===== config.mk =====
export PLATFORM = sky130hd
export DESIGN_NAME = amtt_alert_ctrl
export DESIGN_NICKNAME = d
export VERILOG_FILES = /design/src/hw/amtt_pkg.sv /design/src/hw/amtt_alert_ctrl.sv
export SDC_FILE = /design/constraint.sdc
export NUM_CORES = 1
export LEC_CHECK = 0
export BUFFER_PORTS_ARGS = -buffer_cell sky130_fd_sc_hd__buf_4
export CAP_MARGIN = 30
export CORE_MARGIN = 3
export CORE_UTILIZATION = 45
export CTS_CLUSTER_SIZE = 28
export DETAILED_ROUTE_END_ITERATION = 12
export PLACE_DENSITY_LB_ADDON = 0.2
export RECOVER_POWER = 25
export SLEW_MARGIN = 20
export SYNTH_ARGS = -nofsm -noshare
export SYNTH_HDL_FRONTEND = slang
export SYNTH_SLANG_ARGS = --single-unit

===== constraint.sdc =====
create_clock -name clk_in -period 2.1 [get_ports clk_in]
set_input_delay 0.42 -clock clk_in [delete_from_list [all_inputs] [get_ports clk_in]]
set_output_delay 0.42 -clock clk_in [all_outputs]
set_load 0.02 [all_outputs]

===== src/hw/amtt_pkg.sv =====
// amtt_pkg: register map, field positions and timing for the alert mask and thermal timer.
// assumes a 50 MHz system clock and an AXI4-Lite master with 32-bit data.
package amtt_pkg;
  localparam int          ADDR_W        = 12;
  localparam int          DATA_W        = 32;
  // register indices; the byte address is four times the index
  localparam logic [7:0]  IDX_STATUS_ONE = 8'h41;
  localparam logic [7:0]  IDX_STATUS_TWO = 8'h42;
  localparam logic [7:0]  IDX_MASK_ONE   = 8'h74;
  localparam logic [7:0]  IDX_MASK_TWO   = 8'h75;
  localparam logic [7:0]  IDX_CONFIG_3   = 8'h78;
  localparam logic [7:0]  IDX_TIMER      = 8'h79;
  localparam logic [7:0]  IDX_LIMIT      = 8'h7A;
  localparam logic [7:0]  IDX_CONFIG_4   = 8'h7D;
  // reset values
  localparam logic [7:0]  RST_MASK       = 8'h00;
  localparam logic [7:0]  RST_CONFIG     = 8'h00;
  localparam logic [7:0]  RST_LIMIT      = 8'h00;
  // writable bits of each mask and config register; unused bits read as zero
  localparam logic [7:0]  MASK_ONE_WR    = 8'hF5;
  localparam logic [7:0]  MASK_TWO_WR    = 8'hFE;
  localparam logic [7:0]  CONFIG_3_WR    = 8'h07;
  localparam logic [7:0]  CONFIG_4_WR    = 8'h01;
  // status bits that exist
  localparam logic [6:0]  STAT_ONE_USED  = 7'h75;
  localparam logic [7:0]  STAT_TWO_USED  = 8'hFE;
  // field positions
  localparam int          M1_SUMMARY     = 7;
  localparam int          S2_FOURTH_FAN_FAIL_TIMER  = 5;
  localparam int          C3_ALERT_PIN1  = 0;
  localparam int          C3_THERM_EN    = 1;
  localparam int          C3_FAN_BOOST   = 2;
  localparam int          C4_ALERT_PIN2  = 0;
  // timer values
  localparam logic [7:0]  TIMER_CLEAR    = 8'h00;
  localparam logic [7:0]  TIMER_FIRST    = 8'h01;
  localparam logic [7:0]  TIMER_FULL     = 8'hFF;
  // timing
  localparam int          CLK_PERIOD_NS  = 20;
  localparam int          THERM_LSB_NS   = 22_760_000;
  localparam int          THERM_STEP_NS  = 45_520_000;
  localparam int          STEP_TICKS     = THERM_STEP_NS / THERM_LSB_NS;
  localparam int          TICK_CYCLES    = THERM_LSB_NS / CLK_PERIOD_NS;
  localparam int          TICK_W         = 21;
  // bus responses
  localparam logic [1:0]  RESP_OKAY      = 2'h0;
  localparam logic [1:0]  RESP_SLVERR    = 2'h2;
endpackage


===== src/hw/amtt_alert_ctrl.sv =====
// amtt_alert_ctrl: sticky status, alert masking and routing, thermal assertion timer.
// assumes out-of-limit flags come from measurement logic on clk_in, the thermal input is an
// asynchronous active-low pin, and software uses an AXI4-Lite master.
`timescale 1ns/1ns

module amtt_alert_ctrl #(
  parameter int TIMER_TICK_CYCLES = amtt_pkg::TICK_CYCLES
) (
  // clock and reset
  input  wire logic                          clk_in,
  input  wire logic                          arst_n_in,
  // axi4-lite write address and data
  input  wire logic                          awvalid_in,
  output logic                               awready_out,
  input  wire logic [amtt_pkg::ADDR_W-1:0]   awaddr_in,
  input  wire logic [2:0]                    awprot_in,
  input  wire logic                          wvalid_in,
  output logic                               wready_out,
  input  wire logic [amtt_pkg::DATA_W-1:0]   wdata_in,
  input  wire logic [3:0]                    wstrb_in,
  // axi4-lite write response
  output logic                               bvalid_out,
  input  wire logic                          bready_in,
  output logic [1:0]                         bresp_out,
  // axi4-lite read
  input  wire logic                          arvalid_in,
  output logic                               arready_out,
  input  wire logic [amtt_pkg::ADDR_W-1:0]   araddr_in,
  input  wire logic [2:0]                    arprot_in,
  output logic                               rvalid_out,
  input  wire logic                          rready_in,
  output logic [amtt_pkg::DATA_W-1:0]        rdata_out,
  output logic [1:0]                         rresp_out,
  // out-of-limit flags from measurement logic, same clock
  input  wire logic [6:0]                    ool_one_in,
  input  wire logic [7:0]                    ool_two_in,
  // thermal event pin, active low, asynchronous
  input  wire logic                          cpu_hot_signal_n_in,
  // alert pins, open drain: pin is pulled low while its enable is high
  output logic                               alert_pin_one_oe_out,
  output logic                               alert_on_second_pin_oe_out,
  // fan override
  output logic                               fan_full_duty_out
);
  import amtt_pkg::*;

  localparam logic [TICK_W-1:0] TICK_LAST = TICK_W'(TIMER_TICK_CYCLES - 1);

  typedef struct packed {
    logic              aw_full;
    logic [ADDR_W-1:0] aw_addr;
    logic              awready;
    logic              w_full;
    logic [7:0]        w_data;
    logic              w_lane0;
    logic              wready;
    logic              bvalid;
    logic [1:0]        bresp;
    logic              arready;
    logic              rvalid;
    logic [7:0]        rdata;
    logic [1:0]        rresp;
    logic [7:0]        mask_one;
    logic [7:0]        mask_two;
    logic [7:0]        config_three;
    logic [7:0]        config_four;
    logic [7:0]        limit;
    logic [7:0]        timer;
    logic [6:0]        stat_one;
    logic [7:0]        stat_two;
    logic [TICK_W-1:0] sub;
    logic              past_first;
    logic              hot_meta;
    logic              hot_sync_n;
    logic              alert_one_oe;
    logic              alert_two_oe;
    logic              fan_full;
  } amtt_state_s;

  amtt_state_s st_r;
  amtt_state_s st_nxt;

  logic       rd_take;
  logic       rd_ok;
  logic [7:0] rd_idx;
  logic       wr_do;
  logic       wr_ok;
  logic [7:0] wr_idx;
  logic       therm_on;
  logic       tick;
  logic [6:0] cond_one;
  logic [7:0] cond_two;
  logic       alert_act;

  // byte address to register index
  function automatic logic [7:0] reg_index(input logic [ADDR_W-1:0] addr);
    return addr[9:2];
  endfunction

  // unaligned or unlisted addresses answer with slverr
  function automatic logic reg_mapped(input logic [ADDR_W-1:0] addr);
    logic [7:0] idx;
    idx = addr[9:2];
    if (addr[1:0] != 2'h0 || addr[ADDR_W-1:10] != '0) begin
      return 1'b0;
    end
    case (idx)
      IDX_STATUS_ONE, IDX_STATUS_TWO, IDX_MASK_ONE, IDX_MASK_TWO,
      IDX_CONFIG_3, IDX_TIMER, IDX_LIMIT, IDX_CONFIG_4: return 1'b1;
      default: return 1'b0;
    endcase
  endfunction

  always_comb begin
    st_nxt   = st_r;
    rd_take  = arvalid_in && st_r.arready;
    rd_ok    = reg_mapped(araddr_in);
    rd_idx   = reg_index(araddr_in);
    wr_do    = st_r.aw_full && st_r.w_full && !st_r.bvalid;
    wr_ok    = reg_mapped(st_r.aw_addr);
    wr_idx   = reg_index(st_r.aw_addr);
    tick     = st_r.sub == TICK_LAST;

    // pin passes two flops before anything looks at it
    st_nxt.hot_meta   = cpu_hot_signal_n_in;
    st_nxt.hot_sync_n = st_r.hot_meta;
    therm_on = st_r.config_three[C3_THERM_EN] && !st_r.hot_sync_n;

    // write channel: address and data taken in either order
    if (awvalid_in && st_r.awready) begin
      st_nxt.aw_full = 1'b1;
      st_nxt.aw_addr = awaddr_in;
    end
    if (wvalid_in && st_r.wready) begin
      st_nxt.w_full  = 1'b1;
      st_nxt.w_data  = wdata_in[7:0];
      st_nxt.w_lane0 = wstrb_in[0];
    end
    if (st_r.bvalid && bready_in) begin
      st_nxt.bvalid = 1'b0;
    end
    if (wr_do) begin
      st_nxt.aw_full = 1'b0;
      st_nxt.w_full  = 1'b0;
      st_nxt.bvalid  = 1'b1;
      st_nxt.bresp   = wr_ok ? RESP_OKAY : RESP_SLVERR;
      // status and timer are read-only; writes there are accepted and dropped
      if (wr_ok && st_r.w_lane0) begin
        case (wr_idx)
          IDX_MASK_ONE: st_nxt.mask_one     = st_r.w_data & MASK_ONE_WR;
          IDX_MASK_TWO: st_nxt.mask_two     = st_r.w_data & MASK_TWO_WR;
          IDX_CONFIG_3: st_nxt.config_three = st_r.w_data & CONFIG_3_WR;
          IDX_CONFIG_4: st_nxt.config_four  = st_r.w_data & CONFIG_4_WR;
          IDX_LIMIT:    st_nxt.limit        = st_r.w_data;
          default:      st_nxt.limit        = st_r.limit;
        endcase
      end
    end
    st_nxt.awready = !st_nxt.aw_full;
    st_nxt.wready  = !st_nxt.w_full;

    // thermal timer: accumulates over assertions, never restarts on its own
    if (therm_on) begin
      if (st_r.timer == TIMER_CLEAR) begin
        st_nxt.timer = TIMER_FIRST;
      end
      if (tick) begin
        st_nxt.sub = '0;
        // the first step holds the value at one until two lsb periods have passed
        if (!st_r.past_first) begin
          st_nxt.past_first = 1'b1;
        end else if (st_r.timer != TIMER_FULL) begin
          st_nxt.timer = st_r.timer + 8'h01;
        end
      end else begin
        st_nxt.sub = st_r.sub + TICK_W'(1);
      end
    end

    // bit 5 of status two follows the timer comparison in thermal mode
    cond_one = ool_one_in & STAT_ONE_USED;
    cond_two = ool_two_in & STAT_TWO_USED;
    if (st_r.config_three[C3_THERM_EN]) begin
      cond_two[S2_FOURTH_FAN_FAIL_TIMER] = st_r.timer > st_r.limit;
    end

    // sticky flags; on a read a still-present fault keeps its flag set
    st_nxt.stat_one = st_r.stat_one | cond_one;
    st_nxt.stat_two = st_r.stat_two | cond_two;

    // read channel and its side effects
    if (st_r.rvalid && rready_in) begin
      st_nxt.rvalid = 1'b0;
    end
    if (rd_take) begin
      st_nxt.rvalid = 1'b1;
      st_nxt.rresp  = rd_ok ? RESP_OKAY : RESP_SLVERR;
      st_nxt.rdata  = 8'h00;
      if (rd_ok) begin
        case (rd_idx)
          IDX_STATUS_ONE: begin
            st_nxt.rdata    = {|st_r.stat_two, st_r.stat_one};
            st_nxt.stat_one = cond_one;
          end
          IDX_STATUS_TWO: begin
            st_nxt.rdata    = st_r.stat_two;
            st_nxt.stat_two = cond_two;
          end
          IDX_MASK_ONE: st_nxt.rdata = st_r.mask_one;
          IDX_MASK_TWO: st_nxt.rdata = st_r.mask_two;
          IDX_CONFIG_3: st_nxt.rdata = st_r.config_three;
          IDX_CONFIG_4: st_nxt.rdata = st_r.config_four;
          IDX_LIMIT:    st_nxt.rdata = st_r.limit;
          IDX_TIMER: begin
            // clear on read; an assertion in progress restarts at one
            st_nxt.rdata      = st_r.timer;
            st_nxt.timer      = therm_on ? TIMER_FIRST : TIMER_CLEAR;
            st_nxt.sub        = '0;
            st_nxt.past_first = 1'b0;
          end
          default: st_nxt.rdata = 8'h00;
        endcase
      end
    end
    st_nxt.arready = !st_nxt.rvalid;

    // alert from flags as they stand after this cycle, so a read releases it at once
    alert_act = |(st_nxt.stat_one & ~st_r.mask_one[6:0])
              | ((|(st_nxt.stat_two & ~st_r.mask_two)) & !st_r.mask_one[M1_SUMMARY]);
    st_nxt.alert_one_oe = st_r.config_three[C3_ALERT_PIN1] && alert_act;
    st_nxt.alert_two_oe = st_r.config_four[C4_ALERT_PIN2] && alert_act;
    st_nxt.fan_full     = st_r.config_three[C3_FAN_BOOST] && therm_on;
  end

  // reset clears the alert enables, so no pin drives until configured
  always_ff @(posedge clk_in or negedge arst_n_in) begin
    if (!arst_n_in) begin
      st_r <= '0;
    end else begin
      st_r <= st_nxt;
    end
  end

  assign awready_out                = st_r.awready;
  assign wready_out                 = st_r.wready;
  assign bvalid_out                 = st_r.bvalid;
  assign bresp_out                  = st_r.bresp;
  assign arready_out                = st_r.arready;
  assign rvalid_out                 = st_r.rvalid;
  assign rdata_out                  = {24'h000000, st_r.rdata};
  assign rresp_out                  = st_r.rresp;
  assign alert_pin_one_oe_out       = st_r.alert_one_oe;
  assign alert_on_second_pin_oe_out = st_r.alert_two_oe;
  assign fan_full_duty_out          = st_r.fan_full;

  logic rd_stat_one;
  logic rd_timer;
  assign rd_stat_one = rd_take && rd_ok && rd_idx == IDX_STATUS_ONE;
  assign rd_timer    = rd_take && rd_ok && rd_idx == IDX_TIMER;
endmodule // amtt_alert_ctrl


==> results.cfg, run 1 <==
[floorplan]
dieWidth_um = 120
die_h_um = 120
die_area_um2 = 14300
fp-row-count = 40
pin_count = 133
core-area_um2 = 12300
initial_utilization_pct = 47.3

[clock_network]
clock_latency_ps = 420
cts_tree = yes
cts-root-buf = clkbuf_16
clock-sinks = 113
cts_hold_buffers = 0
clk_pin_slew_worst_paths_ps = 60
cts-root-to-sink-buffers = 2
cts_htree_levels = 4
numCtsBuffers = 17

[power_and_ir_drop]
leakagePower_nw = 3.34
pwr_density_cell_nw_per_um2 = 857
ir_drop_uv = 1010

[timing]
grt_setup_unrepaired = true
setup_viol = 2
maxSlewHeadroom_pct = -0.616
setup_slack_ps = -17.3
worstMarginPinSlew_ps = 1510
finalCriticalPeriod_ps = 2120
slew_violations = 113
hold_viol_final = 0
fin_crit_sh_pct = 101
fmax_mhz = 472
fin_worst_skew_ps = 8.04
tns_ps = -31.4

[placement]
io_buffers = 70
routabilityCongestion = 0.859
place_ws_ps = -137
dpl.hpwl_um = 10300
dpl.cell_count = 819

[worst_setup_path]
path_delay_family = simple AND/OR/NAND/NOR gates
critical_path_class = flop to flop
critPathArrivalTime_ps = 2430
end_kind = flop
worstSetupStartpointType = flop
crit_start = st_r[48]
slowest_stage = or4_4
required_ps = 2410
critPathBufInv = 0
rr_startpoint = st_r[48]
slowest_delay_ps = 460
worstPathCellList = ha_1 -> nand4_1 -> or3b_1 -> a21oi_2 -> a2111oi_4 -> or4_4 -> o311ai_4
path_max_fanout = 3

[detailed_routing]
vias_per_cell = 5.31
first_iter_violations = 321
drtAntennaViolNets = 0
drt_pass1_iterations = 5
drt_wl_total_um = 13800
wl_per_cell_um = 16.2
post-route-drc-count = 0
via_count = 4538

[grt]
grt_pass1_wl_um = 22400
track_usage_pct = 19.9
grt_pass1_vias = 4496
grt_antenna_before_repair = 0
grt_max_degree = 114
grt_overflow = 0

[finish]
layout-drive-gt1-share_pct = 33.8
utilization_pct = 60.2
layout_commonest_cell = buf_4
antennaDiodeCount = 0
final_cell_count_no_fill = 855
nets = 774
fill_cells = 1061
area_growth_pct = 27.3
layout_common_cells = buf_4 (117), dfrtp_1 (113), nand2_1 (51)

[logic_synthesis]
synth_area_per_cell_um2 = 10.5
postSynthCellCount = 555
yosysWarnings = 0
synth-seq-cells = 113
async_flop_share_pct = 100
ys.flop_type = dfrtp_1
synth_cell_types = 69
synth_edf_count = 0
syn_area_um2 = 5830
seq_area_frac_synth_pct = 48.5

[run]
cap_viol_max_count = 0

[run_status]
violations = max-slew violations, negative setup slack
run_status = finished, violations left

[worst_hold_path]
hold_path.class = primary input to flop
worstHoldStart = cpu_hot_signal_n_in
## what timing repair did
item | in CTS | in global routing
buffers inserted | 2 | 3
gates resized for setup | 9 | 9
pin swaps | 0 | 2
setup endpoints to repair | 2 | 15
## state kept, by name, summed over array words and instances, names as in the netlist
register	cells
arready_out	1
awready_out	1
st_r	94
wready_out	1
bresp_out	1
bvalid_out	1
rvalid_out	1
rresp_out	1
fan_full_duty_out	1
alert_pin_one_oe_out	1
alert_on_second_pin_oe_out	1
st_nxt	1
rdata_out	8
## through the flow
| stage | instance area [um^2] | power (mW) | hold slack [ps] |
|---|---|---|---|
| CTS | 7340 | 6.41 | 94.9 |
| detailed placement | 6690 | 3.53 | 340 |
| global route | 7410 | 6.66 | 124 |
| floorplan | 5920 | 3.19 | 124 |
| finish | 7410 | 6.35 | 133 |
| global placement | 6690 | 3.48 | 337 |
## per-layer routing
| layer | share of wire (%) | GRT usage, % | wire, um | vias up |
|---|---|---|---|---|
| met5 | 0 | 0 | 0 | - |
| met4 | 2.5 | 7.66 | 349 | 0 |
| met3 | 6.0 | 6.03 | 829 | 31 |
| met2 | 48 | 31.5 | 6660 | 155 |
| met1 | 43 | 25.7 | 5990 | 2211 |
| li1 | - | - | - | 2141 |
## synthesized netlist by cell type (6+ instances only)
master	count	area, um^2
a222oi_1	6	60.1
xor2_1	17	149
a22oi_1	8	60.1
o21ai_0	17	85.1
and3_1	13	81.3
nand3_1	15	75.1
nor2b_1	7	43.8
nand2_1	51	191
nand2b_1	6	37.5
dfrtp_1	113	2830
mux2_2	46	518
nor2_1	46	173
a21oi_1	10	50.1
ha_1	11	138
a21o_1	8	60.1
nand4_1	10	62.6
nor4_1	6	37.5
buf_4	38	285
nor3_1	6	30.0
inv_1	36	135
## path summary, 6_finish.rpt
path,to,slack (ps),cells past startpoint
setup / recovery,alert_on_second_pin_oe_out,-20,7
max in group asynchronous,st_r[126],660,2
hold / removal,st_nxt[3],130,1
setup reg to reg,alert_on_second_pin_oe_out,-20,7
hold reg to reg,st_r[3],350,0
min in group asynchronous,rresp_out[1],510,2
## layout make-up
cell class	count	area, um^2	share of cell area (%)
clock inverter	13	153	2.06
inverter	36	135	1.82
tap	168	210	2.84
multi-input combinational	386	2740	37.0
sequential	113	2830	38.1
timing repair buffer	120	901	12.2
clock buffer	19	443	5.97
## worst register-to-register path, stage by stage, from the launching register on
cell       delay [ps]
dfrtp_1           400
ha_1              320
nand4_1           110
or3b_1            390
a21oi_2           180
a2111oi_4          80
or4_4             460
o311ai_4           90
## cells by family after synthesis
group	Yosys count	synth area share, %
XOR/XNOR	21	3.16
flip-flops	113	48.5
AO/OA/AOI/OAI	84	10.4
other	1	0.0644
buffers and inverters	81	7.86
AND/OR/NAND/NOR	195	18.2
adder cells (fa/ha/maj)	11	2.36
multiplexers	49	9.41
## where the power goes
part / internal, mW / switching (mW)
sequential: 2.46 / 0.266
combinational: 0.391 / 0.377
clock: 1.80 / 1.07
Power figures use the tool's default switching activity.
==> run 2, diff against run 1 <==
--- a/config.mk
+++ b/config.mk
@@ -5,6 +5,7 @@
 export SDC_FILE = /design/constraint.sdc
 export NUM_CORES = 1
 export LEC_CHECK = 0
+export ABC_AREA = 1
 export BUFFER_PORTS_ARGS = -buffer_cell sky130_fd_sc_hd__buf_4
 export CAP_MARGIN = 30
 export CORE_MARGIN = 3
==> results.cfg, run 2 <==
[worst_setup_path]
slowest_stage = dfrtp_1
rr_worst_depth = 13
path_max_fanout = 4
worstPathCellList = ha_2 -> nand2_1 -> clkinv_1 -> nand2_1 -> nor2_1 -> nand2_2 -> nor3_4 -> inv_2 -> nor2_4 -> nand2_2 -> o21ai_1 -> nand2_1 -> nor2_1
path_delay_family = simple AND/OR/NAND/NOR gates
critPathBufInv = 2
critPathArrivalTime_ps = 2290
reg2reg_slack_ps = 160
slowest_delay_ps = 380
rr_startpoint = st_r[7]
worstSetupStartpointType = flop
critical_path_class = flop to flop
required_ps = 2450
crit_start = st_r[7]
reg2reg_to = st_r[24]
end_kind = flop
path_common_cell = nand2_1

[grt]
grt_overflow = 0
grt_pass1_vias = 4869
grt_antenna_before_repair = 0
track_usage_pct = 20.1
grt_max_degree = 34
grt_pass1_wl_um = 23500

[placement]
dpl.cell_count = 1003
place_ws_ps = -65.6
io_buffers = 70
routabilityCongestion = 0.940
dpl.hpwl_um = 10900

[finish]
area_growth_pct = 21.9
layout-drive-gt1-share_pct = 24.2
multi_input_area_um2 = 2650
nets = 952
top_register = st_r
layout_commonest_cell = nand2_1
fill_cells = 1209
antennaDiodeCount = 0
largest_reg_flops = 94
seq_area_um2 = 2830
final_cell_count_no_fill = 1039
layout_common_cells = nand2_1 (164), dfrtp_1 (113), inv_1 (102)

[clock_network]
cts-root-to-sink-buffers = 2
cts_tree = yes
clk_pin_slew_worst_paths_ps = 50
clock_latency_ps = 420
cts_htree_levels = 4
numCtsBuffers = 17
clock-sinks = 113
cts-root-buf = clkbuf_16

[timing]
fin_crit_sh_pct = 92.6
setup_viol = 0
maxSlewHeadroom_pct = 40.5
finalCriticalPeriod_ps = 1940
fmax_mhz = 514
whs_ps = 132
setup_slack_ps = 156
fin_worst_skew_ps = 6.91
hold_viol_final = 0
worstMarginPinSlew_ps = 892
slew_violations = 0

[logic_synthesis]
synth-seq-cells = 113
synth_edf_count = 0
ys.flop_type = dfrtp_1
syn_area_um2 = 6150
postSynthCellCount = 754
synth_area_per_cell_um2 = 8.15
synth_area_leaders = dfrtp_1 (46%), nand2_1 (10%), inv_1 (6.3%)
yosys-top-cells-count = nand2_1 (167), dfrtp_1 (113), inv_1 (103)
async_flop_share_pct = 100
seq_area_frac_synth_pct = 46.0
synth_top_area_share_pct = 46.0
yosysWarnings = 0
yosysMostFrequentCell = nand2_1
synth_top_area_cell = dfrtp_1
synth_cell_types = 46

[floorplan]
pin_count = 133
die_area_um2 = 15100
die_h_um = 123
fp-row-count = 42
core-area_um2 = 13300
initial_utilization_pct = 46.2
dieWidth_um = 123

[run_status]
run_status = complete, no violations

[worst_hold_path]
worstHoldStart = cpu_hot_signal_n_in
hold_end = st_nxt[3]
hold_path_depth = 1
hold_path.class = primary input to flop

[run]
cap_viol_max_count = 0

[detailed_routing]
post-route-drc-count = 0
wl_per_cell_um = 14.0
drtAntennaViolNets = 0
drt_pass1_iterations = 5
first_iter_violations = 312
drt_wl_total_um = 14500
vias_per_cell = 5.01
via_count = 5207

[power_and_ir_drop]
total_power_mw = 6.17
leakagePower_nw = 3.76
ir_drop_uv = 751
pwr_density_cell_nw_per_um2 = 823
[run 2: cell count changes after synthesis, moves of 12 or more]
cell	before	now
xor2_1	17	3
nand2_1	51	167
o22ai_1	3	15
mux2_2	46	0
o21ai_0	17	61
and3_1	13	0
nand3_1	15	35
inv_2	0	18
nand2_2	0	15
inv_1	36	103
nor3_1	6	19
[run 2: final cells by class]
cell class / count / area share, %
clock buffers: 20 / 5.96
multi-input cells: 498 / 35.4
clock inverters: 10 / 1.52
well taps: 176 / 2.94
repair buffers: 100 / 10.4
flip-flops and latches: 113 / 37.7
inverters: 122 / 6.11
[run 2: report_power, final]
part | total, mW | internal, mW | switching (mW)
clock network | 2.74 | 1.75 | 0.986
logic | 0.799 | 0.273 | 0.526
registers | 2.63 | 2.44 | 0.191
total | 6.17 | 4.46 | 1.70
[run 2: per-stage QoR]
step | TNS, ps | cell area, um^2 | util (%)
3_3_place_gp | -65.3 | 6840 | 51.5
2_1_floorplan | 0 | 6240 | -
3_5_place_dp | -65.6 | 6840 | 51.5
4_1_cts | 0 | 7410 | 55.8
6_report | 0 | 7490 | 56.4
5_1_grt | -1.68 | 7490 | 56.4
[run 2: repair_timing]
item,CTS,global route
gates resized for setup,0,11
hold endpoints to repair,28,0
hold buffers,1,0
setup buffers,0,5
setup endpoints to repair,0,14
[run 2: layer usage]
layer | vias up | GRT usage [%] | share of wire, %
met5 | - | 0 | 0
met4 | 0 | 7.70 | 1.8
met3 | 22 | 6.27 | 6.5
met2 | 157 | 32.1 | 48
met1 | 2458 | 25.7 | 43
li1 | 2570 | - | -
[run 2: cell families (layout without fill, tap and decap cells)]
| group | after synthesis | count (layout) | share of synthesized area (%) |
|---|---|---|---|
| adders and majority gates | 11 | 11 | 2.24 |
| DFF | 113 | 113 | 46.0 |
| other | 1 | 26 | 0.0610 |
| xor gates and xnor gates | 3 | 3 | 0.427 |
| AOI/OAI and AO/OA | 125 | 125 | 11.7 |
| buffers and inverters | 168 | 252 | 12.9 |
| and+or+nand+nor | 333 | 333 | 26.6 |
[run 2: worst max-delay path by stage]
stage                               to  cells after the start
final                         st_r[24]                     13
after global routing          st_r[25]                     13
after global placement    rdata_out[2]                      9
after detailed placement  rdata_out[2]                      9
after CTS                     st_r[79]                     11
after floorplan                st_r[6]                     14
